$ cat src/logic/anpx_pkg.sv
package anpx_pkg;

	// ************************************************************
	// register map
	// ************************************************************
	localparam logic [4:0] partner_base_page_offset = 5'h05;
	localparam logic [4:0] negotiation_expansion_status_offset = 5'h06;
	localparam logic [15:0] partner_base_page_reset = 16'h0000;
	localparam logic [15:0] negotiation_expansion_status_reset = 16'h0064;

	// ************************************************************
	// field positions of the partner base page word
	// ************************************************************
	localparam int partner_more_pages_flag_pos = 15;
	localparam int partner_codeword_acknowledged_pos = 14;
	localparam int partner_remote_fault_pos = 13;
	localparam int partner_extended_pages_capable_pos = 12;
	localparam int partner_tech_field_lsb = 5;
	localparam int partner_tech_field_width = 7;
	localparam int partner_message_space_lsb = 0;
	localparam int partner_message_space_width = 5;
	localparam logic [4:0] partner_message_space_ieee = 5'h01;

	// ************************************************************
	// field positions of the expansion status word
	// ************************************************************
	localparam int page_store_location_known_pos = 6;
	localparam int page_store_location_pos = 5;
	localparam int parallel_detection_fault_latched_pos = 4;
	localparam int partner_pages_capable_pos = 3;
	localparam int local_pages_capable_pos = 2;
	localparam int page_arrived_latched_pos = 1;
	localparam int partner_negotiation_capable_pos = 0;

	// partner base page word as fields
	typedef struct packed {
		logic partner_more_pages_flag;
		logic partner_codeword_acknowledged;
		logic partner_remote_fault;
		logic partner_extended_pages_capable;
		logic partner_asym_pause;
		logic partner_sym_pause;
		logic partner_t4_capable;
		logic partner_fast_full_duplex;
		logic partner_fast_half_duplex;
		logic partner_ten_full_duplex;
		logic partner_ten_half_duplex;
		logic [4:0] partner_message_space;
	} anpx_base_page_type;

	// management read request and answer
	typedef struct packed {
		logic rd_en;
		logic [4:0] addr;
	} anpx_mgmt_req_type;

	typedef struct packed {
		logic rd_valid;
		logic [15:0] rd_data;
	} anpx_mgmt_rsp_type;

endpackage

$ cat src/logic/anpx_regs.sv
`timescale 1ns/10ps
`default_nettype none

module anpx_regs (
	input wire logic clk_sys,
	input wire logic sys_rst,
	input wire anpx_pkg::anpx_mgmt_req_type mgmt_req,
	output anpx_pkg::anpx_mgmt_rsp_type mgmt_rsp,
	input wire logic base_page_accepted,
	input wire anpx_pkg::anpx_base_page_type base_page_word,
	input wire logic parallel_fault_event,
	input wire logic page_arrived_event,
	input wire logic partner_pages_capable,
	input wire logic partner_negotiation_capable,
	output logic next_pages_done
);

	// ************************************************************
	// state
	// ************************************************************
	anpx_pkg::anpx_base_page_type partner_base_page;
	anpx_pkg::anpx_base_page_type next_partner_base_page;
	logic parallel_detection_fault_latched;
	logic next_parallel_detection_fault_latched;
	logic page_arrived_latched;
	logic next_page_arrived_latched;
	logic pages_capable_q;
	logic next_pages_capable_q;
	logic negotiation_capable_q;
	logic next_negotiation_capable_q;
	anpx_pkg::anpx_mgmt_rsp_type next_mgmt_rsp;
	logic next_next_pages_done;
	logic [15:0] expansion_word;
	logic exp_read;

	// ************************************************************
	// expansion word assembly
	// ************************************************************
	always_comb begin
		expansion_word = 16'h0000;
		expansion_word[anpx_pkg::page_store_location_known_pos] = 1'b1;
		expansion_word[anpx_pkg::page_store_location_pos] = 1'b1;
		expansion_word[anpx_pkg::parallel_detection_fault_latched_pos] = parallel_detection_fault_latched;
		expansion_word[anpx_pkg::partner_pages_capable_pos] = pages_capable_q;
		expansion_word[anpx_pkg::local_pages_capable_pos] = 1'b1;
		expansion_word[anpx_pkg::page_arrived_latched_pos] = page_arrived_latched;
		expansion_word[anpx_pkg::partner_negotiation_capable_pos] = negotiation_capable_q;
	end

	// ************************************************************
	// next state
	// ************************************************************
	always_comb begin
		exp_read = mgmt_req.rd_en && (mgmt_req.addr == anpx_pkg::negotiation_expansion_status_offset);
		next_partner_base_page = partner_base_page;
		if (base_page_accepted) begin
			next_partner_base_page = base_page_word;
		end
		// a read clears the value it returned; a same-cycle event sets again
		next_parallel_detection_fault_latched = parallel_fault_event
			|| (parallel_detection_fault_latched && !exp_read);
		next_page_arrived_latched = page_arrived_event
			|| (page_arrived_latched && !exp_read);
		next_pages_capable_q = partner_pages_capable;
		next_negotiation_capable_q = partner_negotiation_capable;
		// next pages end once the partner sends next-page zero in an accepted base page; the local side is not checked
		next_next_pages_done = next_pages_done;
		if (base_page_accepted) begin
			next_next_pages_done = !base_page_word.partner_more_pages_flag;
		end
		next_mgmt_rsp.rd_valid = mgmt_req.rd_en;
		next_mgmt_rsp.rd_data = 16'h0000;
		if (mgmt_req.rd_en) begin
			case (mgmt_req.addr)
				anpx_pkg::partner_base_page_offset: begin
					next_mgmt_rsp.rd_data = partner_base_page;
				end
				anpx_pkg::negotiation_expansion_status_offset: begin
					next_mgmt_rsp.rd_data = expansion_word;
				end
				default: begin
					next_mgmt_rsp.rd_data = 16'h0000;
				end
			endcase
		end
	end

	// ************************************************************
	// registers
	// ************************************************************
	always_ff @(posedge clk_sys) begin
		if (sys_rst) begin
			partner_base_page <= anpx_pkg::partner_base_page_reset;
			// flags come out of reset as the expansion word's reset value says
			parallel_detection_fault_latched <= anpx_pkg::negotiation_expansion_status_reset[anpx_pkg::parallel_detection_fault_latched_pos];
			page_arrived_latched <= anpx_pkg::negotiation_expansion_status_reset[anpx_pkg::page_arrived_latched_pos];
			pages_capable_q <= anpx_pkg::negotiation_expansion_status_reset[anpx_pkg::partner_pages_capable_pos];
			negotiation_capable_q <= anpx_pkg::negotiation_expansion_status_reset[anpx_pkg::partner_negotiation_capable_pos];
			mgmt_rsp <= '0;
			next_pages_done <= 1'b0;
		end else begin
			partner_base_page <= next_partner_base_page;
			parallel_detection_fault_latched <= next_parallel_detection_fault_latched;
			page_arrived_latched <= next_page_arrived_latched;
			pages_capable_q <= next_pages_capable_q;
			negotiation_capable_q <= next_negotiation_capable_q;
			mgmt_rsp <= next_mgmt_rsp;
			next_pages_done <= next_next_pages_done;
		end
	end

endmodule

`default_nettype wire

$ cat config.mk
export PLATFORM = sky130hd
export DESIGN_NAME = anpx_regs
export DESIGN_NICKNAME = d
export VERILOG_FILES = /design/src/logic/anpx_pkg.sv /design/src/logic/anpx_regs.sv
export SDC_FILE = /design/constraint.sdc
export NUM_CORES = 1
export LEC_CHECK = 0
export BUFFER_PORTS_ARGS = -buffer_cell sky130_fd_sc_hd__buf_2
export CORE_ASPECT_RATIO = 0.5
export CORE_UTILIZATION = 31
export DETAILED_ROUTE_END_ITERATION = 10
export PLACE_DENSITY_LB_ADDON = 0.15
export SLEW_MARGIN = 20
export SYNTH_ARGS = -nofsm -noshare
export SYNTH_HDL_FRONTEND = slang
export SYNTH_SLANG_ARGS = --single-unit
$ cat constraint.sdc
create_clock -name clk_sys -period 1.1 [get_ports clk_sys]
set_clock_uncertainty 0.1 [all_clocks]
set_input_delay 0.055 -clock clk_sys [delete_from_list [all_inputs] [get_ports clk_sys]]
set_output_delay 0.055 -clock clk_sys [all_outputs]
set_load 0.01 [all_outputs]
==> metrics <==
DRC viols=0; Crit Path Max Fanout=9; Antenna Violating Nets Remaining=0; CP Cell Sequence=buf_2 -> or3b_4 -> nor3_4 -> buf_12 -> and2_1; Mean Syn Cell Area=10.7 um^2; final RePlAce weighted congestion=0.718; Starting Density=32.8%; io pins=47; startpoint types=primary input; DP Cell Count=224; setup ws final=183 ps; core area=0.00396 mm^2; n_diodes=0; maximum VDD drop=0.499 mV; library cells used by synthesis=18; clock sink total=38; Pwr Density=1370 mW/mm^2; Pre-Repair DR Iteration Count=4; initial DRC count=25; vias per cell=4.24; post-synthesis register bit count=38; vias in the first global route=902; first-pass GRT wire length=4.20 mm; sequential element share of the synthesized area=58.6%; min cycle time layout=917 ps; total track usage=13.5%; kind of cell adding the most delay to the critical path=simple AND/OR/NAND/NOR gates; CTS resizes=0; Clock Path Buffers=2; DIE HEIGHT=47.8 um; initial antenna violation count=0; Worst Path Arrival=1050 ps; Warnings, synthesis=0; Final Util=49.3%; status=finished clean; Setup-failing EPs final=0; slew margin rel.=83.7%; CP max stage delay=430 ps; Gate Count Post-Synth=121; die footprint=0.00447 mm^2; area leader, netlist=dfxtp_1; WL per Instance=10.8 um; synthesized net count=150; Hold Violations, Final=0; top cell type's share of synthesized area=58.6%; cell row count=16; Synth area leaders=dfxtp_1, mux2i_1, nor2_1; CP required=1230 ps; clk slew on worst S/H paths=70 ps; I/O Buffers=46; via count=1,073; Layout Cells excl Fill=253; DP Worst Slack=-121 ps; die width=93.5 um; largest net degree at the start of global routing=22; Worst-Skew Late Latency=290 ps; final slew viol count=0; DP Wirelength=1.83 mm; Worst Max-Slew Pin Slew=243 ps; Fillers=379; total CTS buffers=5; Hold Path Class=in -> reg; TritonCTS clock tree=yes; synthesized cell area=0.00130 mm^2; H-tree Lvls=2; clk root buf=clkbuf_8; Critical Path Sink Type=flop; Post-layout nets=227; Tcrit/Tclk final=83.4%; Static Leak=0.935 nW; fmax=1090 MHz; slowest CP cell=or3b_4; worst path bufs/invs=2; WS Path Type=in -> reg; RSZ-0062 raised after global routing=no; Area Growth Syn to Fin=50.6%; layout cells sized above 1=33.7%; total grt overflow=0; Post-Route WL=2.74 mm; max_cap viols=0
[synth_stat cells (all sizes together)]
| master | n |
|---|---|
| inv | 4 |
| and2 | 9 |
| a311oi | 2 |
| a31o | 3 |
| clkbuf | 2 |
| nor3b | 1 |
| nor2 | 21 |
| nand2b | 3 |
| buf | 2 |
| or3b | 1 |
| nand3 | 8 |
| a21oi | 4 |
| nor3 | 2 |
| dfxtp | 38 |
| nor2b | 4 |
| mux2i | 17 |
[kinds of logic after synthesis]
| kind of cell | count (synthesis) | synth area share (%) |
|---|---|---|
| multiplexers | 17 | 13.1 |
| AO/OA/AOI/OAI | 9 | 4.91 |
| AND/OR/NAND/NOR | 49 | 20.7 |
| flip-flops | 38 | 58.6 |
| buffers and inverters | 8 | 2.70 |
[timing repair]
item | CTS | global route
endpoints found under the hold margin | 21 | 0
hold buffers | 21 | 0
setup endpoints to repair | 0 | 0
setup buffers | 0 | 0
[sequential cells by signal, indices dropped and copies added, names as in the netlist]
signal / count
partner_base_page: 16
parallel_detection_fault_latched: 1
mgmt_rsp: 17
pages_capable_q: 1
page_arrived_latched: 1
negotiation_capable_q: 1
next_pages_done: 1
[worst reg2reg max path, cell delays in order, from the launching register on]
cell	delay, ps
dfxtp_1	350
nor2_1	60
a311oi_1	210
[layer usage]
metal | wire (um) | track usage (%)
met1 | 1370 | 16.7
met2 | 1170 | 20.4
met3 | 151 | 5.40
met4 | 50 | 8.31
met5 | 0 | 0
[cell usage in the layout (no fill, tap or decap), types with 2 or more instances in the layout]
cell type,n
nand2b_1,3
buf_4,5
and2_1,9
a311oi_1,2
buf_2,46
clkbuf_8,6
inv_1,4
dfxtp_1,38
nand3_1,8
dlygate4sd3_1,21
mux2i_1,17
a31o_2,3
nor2_1,21
nor2b_1,4
a21oi_1,4
buf_12,2
[worst paths after layout]
| check | startpoint | end | slack (ps) | cells after the start |
|---|---|---|---|---|
| worst max-delay path | mgmt_req[4] | mgmt_rsp[8] | 180 | 5 |
| worst min-delay path | mgmt_req[0] | mgmt_rsp[1] | 20 | 4 |
| worst max register to register | parallel_detection_fault_latched | parallel_detection_fault_latched | 290 | 2 |
| worst min register to register | partner_base_page[14] | mgmt_rsp[14] | 350 | 1 |
[power breakdown]
| part | switching (W) | internal, W |
|---|---|---|
| registers | 0.0000229 | 0.00143 |
| clock network | 0.000463 | 0.000505 |
| logic | 0.000111 | 0.000160 |
| total | 0.000598 | 0.00209 |
[final cells by class]
type / count / area (um^2) / area share [%]
tap: 54 / 67.6 / 3.45
sequential: 38 / 761 / 38.9
timing repair buffer: 74 / 518 / 26.5
multi-input combinational: 75 / 503 / 25.7
inverter: 4 / 15.0 / 0.768
clock inverter: 1 / 5.00 / 0.256
clock buffer: 7 / 86.3 / 4.41
[stage by stage]
step,total power (W),TNS (ps),hold slack (ps),area [um^2]
final,0.00269,0,24.5,1960
after global routing,0.00282,0,44.8,1960
after CTS,0.00274,0,12.2,1960
after detailed placement,0.00170,-1230,179,1650
after global placement,0.00169,-1100,167,1650
after floorplan,0.00159,0,26.6,1300
Power figures use the tool's default switching activity.
